<file path="src/rtl/pmo_regs.svh">
// Constants for the pipeline memory-ordering controller
`ifndef PMO_REGS_SVH
`define PMO_REGS_SVH
`define PMO_IO_BASE 32'hFF000000
`define PMO_WB_DEPTH 2
`define PMO_AW 32
`define PMO_LW 3
`define PMO_WB_MAX 8
`define PMO_INSTR_STEP 32'h00000004
`endif

</file>
<file path="src/rtl/pmo_pkg.sv">
// Types for the pipeline memory-ordering controller
package pmo_pkg;
    typedef struct packed {
        logic [31:0] addr;
        logic [2:0] len;
    } pmo_ref_s;
    typedef enum logic [1:0] {
        PMO_BR_NONE,
        PMO_BR_LE,
        PMO_BR_NE,
        PMO_BR_OTHER
    } pmo_br_e;
    typedef struct packed {
        logic [31:0] pc;
        logic [31:0] disp;
        pmo_br_e kind;
    } pmo_branch_s;
endpackage

</file>
<file path="src/rtl/pmo_core.sv">
// Memory-reference ordering, write buffer, I/O handling and branch prediction
// Operation
// RULE1 - Mid-string exception keeps instruction restartable
// RULE2 - Clear trace-pending, push same instruction address
// RULE3 - Four stages, two-entry write buffer
// RULE4 - Fetch and reads finish before writes
// RULE5 - Fetch after earlier fetches complete
// RULE6 - Reads in order, bypass only independent
// RULE7 - Hold read overlapping pending write
// RULE8 - Interlocked op after drain, before reads
// RULE9 - Writes leave in program order
// RULE10 - Prefetches not checked against pending writes
// RULE11 - Speculative accesses may set referenced bit
// RULE12 - Backward taken, forward not, le/ne taken
// RULE13 - Loader predicts, saves alternate stream
// RULE14 - Inhibit on speculative or write-pending reads
// RULE15 - External decode flags sensitive peripherals
// RULE16 - Decode under inhibit: discard, serialize, retry
// RULE17 - Region reads wait for region writes
// RULE18 - Cross-region bypass allowed
// RULE19 - Serialize drains writes before next fetch
// RULE20 - Listed instructions request serialization
// RULE21 - Status word load flushes and refetches
// RULE22 - Reset or fatal error discards pending writes
// RULE23 - Full buffer stalls result producer
`timescale 1ns/1ns
`default_nettype none
`include "pmo_regs.svh"
// One write-buffer entry compared against the read waiting for the bus
module pmo_wb_cmp
    import pmo_pkg::*;
(
    input wire logic vld_i, // Entry holds an unwritten result
    input wire pmo_pkg::pmo_ref_s ent_i, // Buffered result address and length
    input wire pmo_pkg::pmo_ref_s rd_i, // Source read address and length
    output logic dep_o, // Read overlaps this entry
    output logic io_o // Entry is a write into the I/O region
);
    import pmo_pkg::*;

    logic [32:0] ent_end;
    logic [32:0] rd_end;

    // One bit wider, so a reference at the top of memory cannot wrap to zero
    assign ent_end = {1'b0, ent_i.addr} + {30'h0, ent_i.len};
    assign rd_end = {1'b0, rd_i.addr} + {30'h0, rd_i.len};
    assign dep_o = vld_i && ({1'b0, rd_i.addr} < ent_end)
                   && ({1'b0, ent_i.addr} < rd_end); // see RULE7
    assign io_o = vld_i && (ent_i.addr >= `PMO_IO_BASE); // see RULE17
endmodule

module pmo_core
    import pmo_pkg::*;
#(
    parameter int WB_DEPTH = `PMO_WB_DEPTH
) (
    input wire logic clk_i,                      // 20 MHz clock
    input wire logic sys_rst_i,                  // Async reset, active high
    // Fetch side
    input wire logic fetch_req_i,                // Fetch of next instruction wanted
    input wire logic prev_fetch_done_i,          // Earlier instructions fully fetched
    output logic fetch_go_o,                     // Fetch may start
    // Branch loader
    input wire logic br_valid_i,                 // Conditional branch decoded
    input wire pmo_pkg::pmo_branch_s br_i,       // Branch pc, displacement, kind
    input wire logic br_resolve_i,               // Execution unit resolves branch
    input wire logic br_taken_i,                 // Actual decision
    output logic br_pred_taken_o,                // Prediction, registered
    output logic [31:0] br_next_o,               // Predicted stream address
    output logic [31:0] br_alt_o,                // Saved alternate stream
    output logic br_mispredict_o,                // Redirect to alternate stream
    // Source reads
    input wire logic rd_req_i,                   // Source read wanted
    input wire pmo_pkg::pmo_ref_s rd_ref_i,      // Physical address and length
    input wire logic rd_spec_i,                  // Read belongs to unexecuted instr
    input wire logic rd_prior_done_i,            // Earlier fetches and reads done
    input wire logic instr_fetched_i,            // This instruction fully fetched
    input wire logic rd_interlocked_i,           // Locked bit set/clear access
    output logic rd_go_o,                        // Read bus cycle may start
    output logic io_inhibit_o,                   // Inhibit for this read cycle
    input wire logic rd_done_i,                  // Bus read cycle ended
    input wire logic io_decode_i,                // Peripheral is order-sensitive
    output logic rd_discard_o,                   // Drop read data and retry
    // Results
    input wire logic wr_req_i,                   // Result ready for buffer
    input wire pmo_pkg::pmo_ref_s wr_ref_i,      // Result address and length
    input wire logic [31:0] wr_data_i,           // Result data
    input wire logic instr_reads_done_i,         // Its fetch and reads completed
    output logic wr_ready_o,                     // Buffer accepts result
    output logic bus_wr_valid_o,                 // Buffered write to bus
    output logic [31:0] bus_wr_addr_o,           // Oldest write address
    output logic [31:0] bus_wr_data_o,           // Oldest write data
    output logic [2:0] bus_wr_len_o,             // Oldest write length
    input wire logic bus_wr_done_i,              // Bus finished the write
    // Serialization and exceptions
    input wire logic ser_instr_i,                // Serializing instruction executed
    input wire logic psr_word_load_i,            // Status word load
    input wire logic exc_taken_i,                // Exception processed
    input wire logic fatal_err_i,                // Nonrestartable bus error
    input wire logic str_abort_i,                // Restartable event mid-string
    input wire logic [31:0] str_pc_i,            // Address of string instruction
    output logic flush_o,                        // Flush pipeline and refetch
    output logic serializing_o,                  // Drain in progress
    output logic trace_clr_o,                    // Clear trace-pending before push
    output logic [31:0] saved_pc_o,              // Pc to push on the stack
    output logic saved_pc_valid_o                // Saved pc is valid
);
    import pmo_pkg::*;

    // Pointer and count widths below serve one to eight entries
    if (WB_DEPTH < 1 || WB_DEPTH > `PMO_WB_MAX) begin : g_bad_depth
        $error("WB_DEPTH out of range");
    end

    // A single entry still needs a one-bit pointer
    localparam int PW = (WB_DEPTH > 1) ? $clog2(WB_DEPTH) : 1;

    logic [WB_DEPTH-1:0] vld_ff;
    pmo_ref_s ref_ff [WB_DEPTH];
    logic [31:0] dat_ff [WB_DEPTH];
    logic [PW-1:0] head_ff;
    logic [PW-1:0] tail_ff;
    logic [PW:0] cnt_ff;
    logic ser_ff;
    logic retry_ff;
    logic inh_ff;

    function automatic logic in_io(input logic [31:0] a);
        return a >= `PMO_IO_BASE;
    endfunction

    // One comparator per entry; any hit holds the read
    logic [WB_DEPTH-1:0] dep_vec;
    logic [WB_DEPTH-1:0] io_vec;
    for (genvar gi = 0; gi < WB_DEPTH; gi++) begin : g_cmp
        pmo_wb_cmp cmp_u (
            .vld_i(vld_ff[gi]),
            .ent_i(ref_ff[gi]),
            .rd_i(rd_ref_i),
            .dep_o(dep_vec[gi]),
            .io_o(io_vec[gi])
        );
    end
    logic dep_hit;
    logic io_wr_pend;
    assign dep_hit = |dep_vec; // see RULE7
    assign io_wr_pend = |io_vec;

    // Count is one bit wider than the pointers, so full differs from empty
    logic wb_empty;
    logic wb_full;
    logic push;
    logic pop;
    assign wb_empty = (cnt_ff == '0);
    assign wb_full = (cnt_ff == (PW+1)'(WB_DEPTH)); // see RULE3
    // Results only after own fetch and reads are done; stall when full
    assign wr_ready_o = !wb_full && instr_reads_done_i && !fatal_err_i; // see RULE4 see RULE23
    assign push = wr_req_i && wr_ready_o;
    assign pop = bus_wr_valid_o && bus_wr_done_i;

    // Oldest entry only reaches the bus, so stores keep program order
    assign bus_wr_valid_o = vld_ff[head_ff]; // see RULE9
    assign bus_wr_addr_o = ref_ff[head_ff].addr;
    assign bus_wr_len_o = ref_ff[head_ff].len;
    assign bus_wr_data_o = dat_ff[head_ff];

    // Region reads wait on region writes only; other reads bypass freely
    logic io_block;
    assign io_block = in_io(rd_ref_i.addr) && io_wr_pend; // see RULE17 see RULE18
    // Interlocked access waits for a fully drained buffer
    logic lock_block;
    assign lock_block = rd_interlocked_i && !wb_empty; // see RULE8
    // Later reads need earlier reads done, this includes the locked access
    // Every buffer, lock and drain reason to hold a read, gathered in one place
    logic rd_block;
    assign rd_block = dep_hit || io_block || lock_block
                      || ser_ff; // see RULE19
    assign rd_go_o = rd_req_i && rd_prior_done_i && instr_fetched_i
                     && !rd_block; // see RULE6 see RULE8
    // Prefetch is deliberately not compared with buffered writes
    assign fetch_go_o = fetch_req_i && prev_fetch_done_i && !ser_ff; // see RULE5 see RULE10

    // Inhibit held for the whole read cycle; cleared on the forced retry
    always_ff @(posedge clk_i or posedge sys_rst_i) begin
        if (sys_rst_i) begin
            inh_ff <= 1'b0;
        end else if (rd_go_o) begin
            inh_ff <= !retry_ff && (rd_spec_i || !wb_empty); // see RULE14 see RULE11
        end
    end
    // Combinational in the grant cycle so the bus sees it at once; held after
    assign io_inhibit_o = rd_go_o ? (!retry_ff && (rd_spec_i || !wb_empty)) : inh_ff;
    assign rd_discard_o = rd_done_i && io_decode_i && inh_ff; // see RULE16

    always_ff @(posedge clk_i or posedge sys_rst_i) begin
        if (sys_rst_i) begin
            retry_ff <= 1'b0;
        end else if (rd_discard_o) begin
            retry_ff <= 1'b1; // see RULE16
        end else if (rd_done_i) begin
            // Cleared when the repeated cycle ends, not at its grant
            retry_ff <= 1'b0;
        end
    end

    // Serialize: hold fetch and reads until the buffer drains
    logic ser_start;
    assign ser_start = ser_instr_i || psr_word_load_i || exc_taken_i || rd_discard_o; // see RULE20
    always_ff @(posedge clk_i or posedge sys_rst_i) begin
        if (sys_rst_i) begin
            ser_ff <= 1'b0;
        // Set wins over the drain-done clear in the same cycle
        end else if (ser_start) begin
            ser_ff <= 1'b1; // see RULE19
        end else if (wb_empty || fatal_err_i) begin
            ser_ff <= 1'b0;
        end
    end
    assign serializing_o = ser_ff;
    // Refetch under the new privilege, or down the other stream
    assign flush_o = psr_word_load_i || br_mispredict_o; // see RULE21

    // Write buffer valid bits; fatal error drops everything unwritten
    always_ff @(posedge clk_i or posedge sys_rst_i) begin
        if (sys_rst_i) begin
            vld_ff <= '0;
        end else if (fatal_err_i) begin
            vld_ff <= '0; // see RULE22
        end else begin
            if (push) begin
                vld_ff[tail_ff] <= 1'b1;
            end
            if (pop) begin
                vld_ff[head_ff] <= 1'b0;
            end
        end
    end

    // Oldest entry pointer moves when the bus finishes it; fatal error sets it back to zero
    always_ff @(posedge clk_i or posedge sys_rst_i) begin
        if (sys_rst_i) begin
            head_ff <= '0;
        end else if (fatal_err_i) begin
            head_ff <= '0;
        end else if (pop) begin
            head_ff <= (head_ff == PW'(WB_DEPTH - 1)) ? '0 : head_ff + 1'b1;
        end
    end

    // Next free slot advances on each accepted result
    always_ff @(posedge clk_i or posedge sys_rst_i) begin
        if (sys_rst_i) begin
            tail_ff <= '0;
        end else if (fatal_err_i) begin
            tail_ff <= '0;
        end else if (push) begin
            tail_ff <= (tail_ff == PW'(WB_DEPTH - 1)) ? '0 : tail_ff + 1'b1;
        end
    end

    // Occupancy; push and pop together leave it as it is
    always_ff @(posedge clk_i or posedge sys_rst_i) begin
        if (sys_rst_i) begin
            cnt_ff <= '0;
        end else if (fatal_err_i) begin
            cnt_ff <= '0;
        end else if (push && !pop) begin
            cnt_ff <= cnt_ff + 1'b1;
        end else if (pop && !push) begin
            cnt_ff <= cnt_ff - 1'b1;
        end
    end

    // Payload needs no reset; the valid bits guard it
    always_ff @(posedge clk_i) begin
        if (push) begin
            ref_ff[tail_ff] <= wr_ref_i;
            dat_ff[tail_ff] <= wr_data_i;
        end
    end

    // Restartable string ending: drop trace-pending, push the same pc
    always_ff @(posedge clk_i or posedge sys_rst_i) begin
        if (sys_rst_i) begin
            trace_clr_o <= 1'b0;
            saved_pc_valid_o <= 1'b0;
        end else begin
            trace_clr_o <= str_abort_i; // see RULE2
            saved_pc_valid_o <= str_abort_i;
        end
    end

    // Pc of the interrupted instruction, so a return resumes it
    always_ff @(posedge clk_i or posedge sys_rst_i) begin
        if (sys_rst_i) begin
            saved_pc_o <= '0;
        end else if (str_abort_i) begin
            saved_pc_o <= str_pc_i; // see RULE1 see RULE2
        end
    end

    // Static prediction at the loader
    logic pred;
    logic [31:0] tgt;
    logic [31:0] seq;
    // Target is the branch pc plus its signed displacement
    assign tgt = br_i.pc + br_i.disp;
    // Fixed step for the fall-through stream
    assign seq = br_i.pc + `PMO_INSTR_STEP;
    always_comb begin
        case (br_i.kind)
            PMO_BR_LE: pred = 1'b1; // see RULE12
            PMO_BR_NE: pred = 1'b1;
            PMO_BR_OTHER: begin
                // Negative displacement is a backward branch
                pred = br_i.disp[31];
            end
            default: pred = 1'b0;
        endcase
    end

    always_ff @(posedge clk_i or posedge sys_rst_i) begin
        if (sys_rst_i) begin
            br_pred_taken_o <= 1'b0;
        end else if (br_valid_i) begin
            br_pred_taken_o <= pred; // see RULE13
        end
    end

    // Alternate stream kept for the redirect on a wrong guess
    always_ff @(posedge clk_i or posedge sys_rst_i) begin
        if (sys_rst_i) begin
            br_next_o <= '0;
            br_alt_o <= '0;
        end else if (br_valid_i) begin
            br_next_o <= pred ? tgt : seq;
            br_alt_o <= pred ? seq : tgt;
        end
    end
    // Compared with the registered guess, so resolve follows the load
    assign br_mispredict_o = br_resolve_i && (br_taken_i != br_pred_taken_o); // see RULE13
endmodule
`default_nettype wire

</file>
<file path="config.mk">
export PLATFORM = sky130hd
export DESIGN_NAME = pmo_core
export DESIGN_NICKNAME = d
export VERILOG_FILES = /design/src/rtl/pmo_pkg.sv /design/src/rtl/pmo_core.sv
export VERILOG_INCLUDE_DIRS = /design/src /design/src/rtl
export SDC_FILE = /design/constraint.sdc
export NUM_CORES = 1
export LEC_CHECK = 0
export BUFFER_PORTS_ARGS = -buffer_cell sky130_fd_sc_hd__buf_2
export CAP_MARGIN = 40
export CORE_ASPECT_RATIO = 1.25
export CORE_UTILIZATION = 60
export CTS_BUF_LIST = sky130_fd_sc_hd__clkbuf_8
export DETAILED_ROUTE_END_ITERATION = 6
export PLACE_DENSITY = 0.88
export SYNTH_ARGS = -nofsm -noshare
export SYNTH_HDL_FRONTEND = slang
export SYNTH_SLANG_ARGS = --single-unit
</file>
<file path="constraint.sdc">
create_clock -name clk_i -period 9.4 [get_ports clk_i]
set_input_delay 0.94 -clock clk_i [delete_from_list [all_inputs] [get_ports clk_i]]
set_output_delay 0.94 -clock clk_i [all_outputs]
set_load 0.005 [all_outputs]
</file>
# After elaboration in Yosys (flattened, before gate mapping)
# Memory sizes are Yosys's and may differ from the RTL's.
# Index checks and enable logic that the tools add are counted.
# word_totals
ff_bits	107
mem_bits_rw	134
in_bits	222
output_inout_bits	175
wordCells	122
n_memories	2
# memory_table
name	depth	width	rd	rd_ports_with_merged_regs	write_ports	line	rtl
ref_ff	2	35	3	0	1	pmo_core.sv:119	pmo_ref_s ref_ff [WB_DEPTH];
dat_ff	2	32	1	0	1	pmo_core.sv:120	logic [31:0] dat_ff [WB_DEPTH];
# classes
n_addsub	9
order_cmp	11
eq_ne	5
muxes	29
n_bitwise	3
reduce_logical	51
# op_table
op	count
32-bit by 33-bit less-than comparator with 1-bit output	4
32-bit by 3-bit adder with 33-bit output	3
32-bit greater-or-equal comparator, second input constant	3
32-bit 2-to-1 mux	2
32-bit by 3-bit adder with 32-bit output, second input constant	1
32-bit adder	1
1-bit logical AND	25
1-bit 2-to-1 mux	17
2-bit 2-to-1 mux	7
1-bit logical OR	9
1-bit zero test	8
2-bit nonzero test	4
2-bit == test, second input constant	3
2-bit OR reduction	3
1-bit by 2-bit less-than comparator with 1-bit output, second input constant	2
3-bit nonzero test	1
1-bit adder, second input constant	2
2-bit by 1-bit adder with 2-bit output, second input constant	1
2-bit bitwise AND	1
1-bit demux with 1-bit select	2
2-bit by 1-bit == test with 1-bit output, second input constant	1
1-bit greater-or-equal comparator, second input constant	2
2-bit zero test	1
2-bit inverter	1
4 further kinds	4

# Longest topological paths before layout
# depth
depth_word	11
mapped_depth	18
depth_no_buf	18

# Modules after synthesis
# Synthesis repeated with hierarchy kept, for this count alone.
# unflattened
cells_unflattened	1687
area_unflattened_um2	17096.4
# by_module_without_submodules
mod	instances	cells_per_inst	area_per_inst_um2	seq_area_each_um2
pmo_core	1	1006	11872.6	6701.4
pmo_wb_cmp (g_cmp[0].cmp_u)	1	345	2636.3	0.0
pmo_wb_cmp (g_cmp[1].cmp_u)	1	336	2587.5	0.0

# Worst setup path before layout
# OpenSTA, ideal clock, no wires.
# synth_path
kind	input-to-output
start	input port rd_ref_i[0] in the netlist's numbering
end	output port io_inhibit_o
arrival_ns	4.642
t_required_ns	8.460
path_slack_ns	3.818
stages	17
n_path_buf	0
path_cell_list	ha_1 inv_1 fa_1 and2b_2 o211ai_4 or4_4 nor2_1 xnor2_1 ha_1 and4_1 a221oi_1 o21ai_0 a2111o_1 a211oi_1 o221ai_1 o21a_2 mux2_4
# synth_via
elab_chain_cells	10
word_cells_on_any_way	12
cone_classes	add/sub (1); order compare (2); mux (1); reduce/logical (8)
# synth_rtl
item	line	rtl
start, declared	pmo_core.sv:74	input wire pmo_pkg::pmo_ref_s rd_ref_i,
32-bit by 3-bit adder with 33-bit output *	pmo_core.sv:46	assign rd_end = {1'b0, rd_i.addr} + {30'h0, rd_i.len};
32-bit by 33-bit less-than comparator with 1-bit output	pmo_core.sv:48	&& ({1'b0, ent_i.addr} < rd_end);
1-bit logical AND	pmo_core.sv:48	
2-bit OR reduction *	pmo_core.sv:146	assign dep_hit = |dep_vec;
1-bit logical OR * (2 in series)	pmo_core.sv:176	assign rd_block = dep_hit || io_block || lock_block
1-bit logical OR *	pmo_core.sv:177	|| ser_ff;
1-bit zero test *	pmo_core.sv:179	&& !rd_block;
1-bit logical AND *	pmo_core.sv:179	
named net rd_go_o	pmo_core.sv:79	output logic rd_go_o,
1-bit 2-to-1 mux *	pmo_core.sv:192	assign io_inhibit_o = rd_go_o ? (!retry_ff && (rd_spec_i || !wb_empty)) : inh_ff;
end, declared	pmo_core.sv:80	output logic io_inhibit_o,
# Mark *: on every way through the listed nets, which the timed path passes. The rest lies on a longest branch.

# Worst setup path after layout
# layout_path
start	input port rd_ref_i[4] in the netlist's numbering
end	output port io_inhibit_o
# layout_via
elab_chain_cells	10
word_cells_on_any_way	18
cone_classes	add/sub (1); order compare (5); mux (1); reduce/logical (11)
# layout_rtl
item	line
32-bit by 3-bit adder with 33-bit output / 32-bit by 33-bit less-than comparator with 1-bit output (equally long branches)	pmo_core.sv:46, pmo_core.sv:47
32-bit by 33-bit less-than comparator with 1-bit output / 1-bit logical AND (equally long branches)	pmo_core.sv:48, pmo_core.sv:47
1-bit logical AND	pmo_core.sv:48
2-bit OR reduction	pmo_core.sv:146
1-bit logical OR * (2 in series)	pmo_core.sv:176
1-bit logical OR *	pmo_core.sv:177
1-bit zero test *	pmo_core.sv:179
1-bit logical AND *	pmo_core.sv:179
1-bit 2-to-1 mux *	pmo_core.sv:192
# Mark *: on every way between the ends. The rest lies on a longest branch, timed or not.

==> impl_metrics.toml <==
[critical_path]
critPathKind = "primary input to output port"
cp_max_fo = 5
worstPathRequired_ns = 8.46
worstSetupStartpointType = "primary input"
crit_arrival_ns = 5.68
end_kind = "output port"

[cts]
cts_tree = "yes"
cts_root_buf = "clkbuf_8"
numCtsBuffers = 39
clock_tree.htree_level_count = 2
cts_setup_buffers = 0
cts.sinks = 241
clockBufferDepth = 3
cts_hold_buf = 0
cts_resized = 0
clk_pin_slew_worst_paths_ns = 0.07
clk_latency_ns = 0.57

[yosys]
ys_seq_area_frac = 0.415
synth-async-reset-ratio = 0.444
ys_warn_count = 0
synth_most_common_cell = "ha_1"
synthTopCellsByCount = "ha_1 (167), nand2_1 (137), edfxtp_1 (134)"
synthTopCellsByArea = "edfxtp_1 (25%), dfrtp_1 (17%), ha_1 (13%), mux2_2 (7.3%), xor2_1 (4.7%)"
syn_nets = 1941
synth_top_area_share = 0.249
postSynthAreaPerCell_um2 = 10.4
synth_largest_area_cell = "edfxtp_1"
synth_edf_count = 134
synthCells = 1548
ys_seq_elements = 241
syn_area_um2 = 16200
yosysUniqueCellTypes = 81
synth_flop_cell = "edfxtp_1"

[power_and_ir_drop]
cellLeakagePower_uw = 0.00846
ir_worst_vdd_v = 0.000140
total_power_uw = 2870
p_per_area_nw_per_um2 = 148

[timing]
worstMarginPinSlew_ns = 0.814
rsz0062_at_grt = "false"
relSlewSlack = 0.456
finalMaxSlewViolations = 0
fmax_mhz = 151
min_period_ns = 6.62
fin_ws_ns = 2.78
fin_worst_skew_ns = 0.0265
hold_ws_ns = 0.380
fin_crit_sh = 0.704
finalSetupTns_ns = 0
setup_viol = 0
hold_viol_final = 0

[grt]
grt_pass1_wl_um = 74600
antenna_found_initial = 6
grt.total_usage = 0.349
grt_start_max_net_pins = 77
grt_pass1_vias = 14600
grt_overflow = 0

[outcome]
outcome = "complete, no violations"

[die]
ios = 397
initial_core_util = 0.615
row_count = 66
coreArea_um2 = 26300
dieArea_um2 = 27600
die_w_um = 149
die_h_um = 185

[place]
io_buffers = 396
gp_congestion = 1.03
place_hpwl_um = 37500
dp_worst_setup_slack_ns = 2.78

[finish]
nNetsFinal = 2346
areaGrowthSynthToFinish_pct = 20.0
drive_gt1_frac = 0.305

[drt]
firstDrtPassIters = 5
drt_first_iter_violations = 654
ant_nets = 0
wl_per_cell_um = 20.8
vias = 14300
drc = 0
drt_wl_total_um = 48600
vias_per_cell = 6.13

[worst_hold_path]
min_path_type = "primary input to asynchronous set/reset pin"

[run]
drv_cap = 0
-- through the flow --
step / area, µm² / util / cells
5_1_grt: 19400 / 0.738 / 2329
2_1_floorplan: 16200 / - / 1548
3_5_place_dp: 18500 / 0.705 / 2252
3_3_place_gp: 18500 / 0.704 / 2250
6_report: 19400 / 0.738 / 2332
4_1_cts: 19400 / 0.737 / 2324
-- final timing paths --
check | startpoint | endpoint | slack (ns) | cells past startpoint
worst max-delay path | rd_ref_i[4] | io_inhibit_o | 2.78 | 19
worst min-delay path | sys_rst_i | retry_ff | 0.38 | 2
worst max register to register | ref_ff[0][1] | inh_ff | 4.54 | 19
worst min register to register | br_next_o[23] | br_next_o[23] | 0.48 | 1
max in group asynchronous | sys_rst_i | br_next_o[8] | 7.93 | 4
min in group clk_i | br_next_o[23] | br_next_o[23] | 0.48 | 1
-- where the power goes --
group | internal (µW) | switching [µW]
Combinational | 277 | 349
Clock | 544 | 441
Sequential | 1200 | 56.3
-- state kept, by name, indices dropped and copies added, names as in the netlist --
register and count:
ref_ff 70, dat_ff 64, br_alt_o 32, br_next_o 32
saved_pc_o 32, cnt_ff 2, vld_ff 2, br_pred_taken_o 1
head_ff 1, inh_ff 1, retry_ff 1, saved_pc_valid_o 1
serializing_o 1, tail_ff 1
-- cell type report --
class | instances | area, µm²
Multi-Input combinational cell | 1230 | 9180
Fill cell | 1839 | 6880
Sequential cell | 241 | 6700
Timing Repair Buffer | 407 | 2090
Clock buffer | 44 | 606
Tap cell | 340 | 425
Clock inverter | 28 | 234
Inverter | 34 | 130
Antenna cell | 8 | 20.0
-- kinds of logic after synthesis --
logic type      Yosys count  share of synthesized area
flops                   241                      0.415
buf+inv                  77                     0.0184
xor+xnor                142                     0.0770
mux                     110                     0.0766
fa+ha+maj               171                      0.134
simple gates            488                      0.149
compound gates          319                      0.130
-- placed cells by master (no fill, tap or decap), drive strengths merged, types with 6 or more instances in the layout --
cell	netlist	final
buf	13	407
ha	167	167
nand2	138	138
edfxtp	134	134
nor2	119	119
dfrtp	107	107
mux2	106	106
a21oi	101	101
xor2	86	86
nand3	62	62
xnor2	56	56
o21ai	53	53
nand4	49	49
inv	34	46
a21o	45	45
clkbuf	30	44
nor3	23	23
a211oi	19	19
and3	17	17
a31oi	16	16
o211ai	15	15
and4	14	14
nand2b	13	13
nor2b	11	11
clkinv	0	10
o221ai	9	9
diode	0	8
or2	7	7
or3	6	6
nor4	6	6
-- routing by layer --
layer,share of wire,vias to the layer above,wire (µm),track usage
met3,0.074,198,3600,0.0777
met5,0,-,0,0
met1,0.35,6816,17200,0.366
met2,0.51,650,24700,0.624
li1,-,6622,-,-
met4,0.065,0,3160,0.237
-- critical path, stage by stage --
cell	delay (ns)
buf_2	0.12
ha_1	0.27
a21o_1	0.11
a21oi_1	0.15
nor3_1	0.60
inv_1	0.13
nor3_1	0.48
nand4_1	0.17
xor2_1	0.23
ha_1	0.28
and4_1	0.21
a221oi_1	0.22
o21ai_0	0.13
a2111o_1	0.45
a211oi_1	0.28
o221ai_1	0.18
o21a_2	0.28
mux2_4	0.31
buf_2	0.13
No activity file was read; power rests on OpenSTA's default activity.
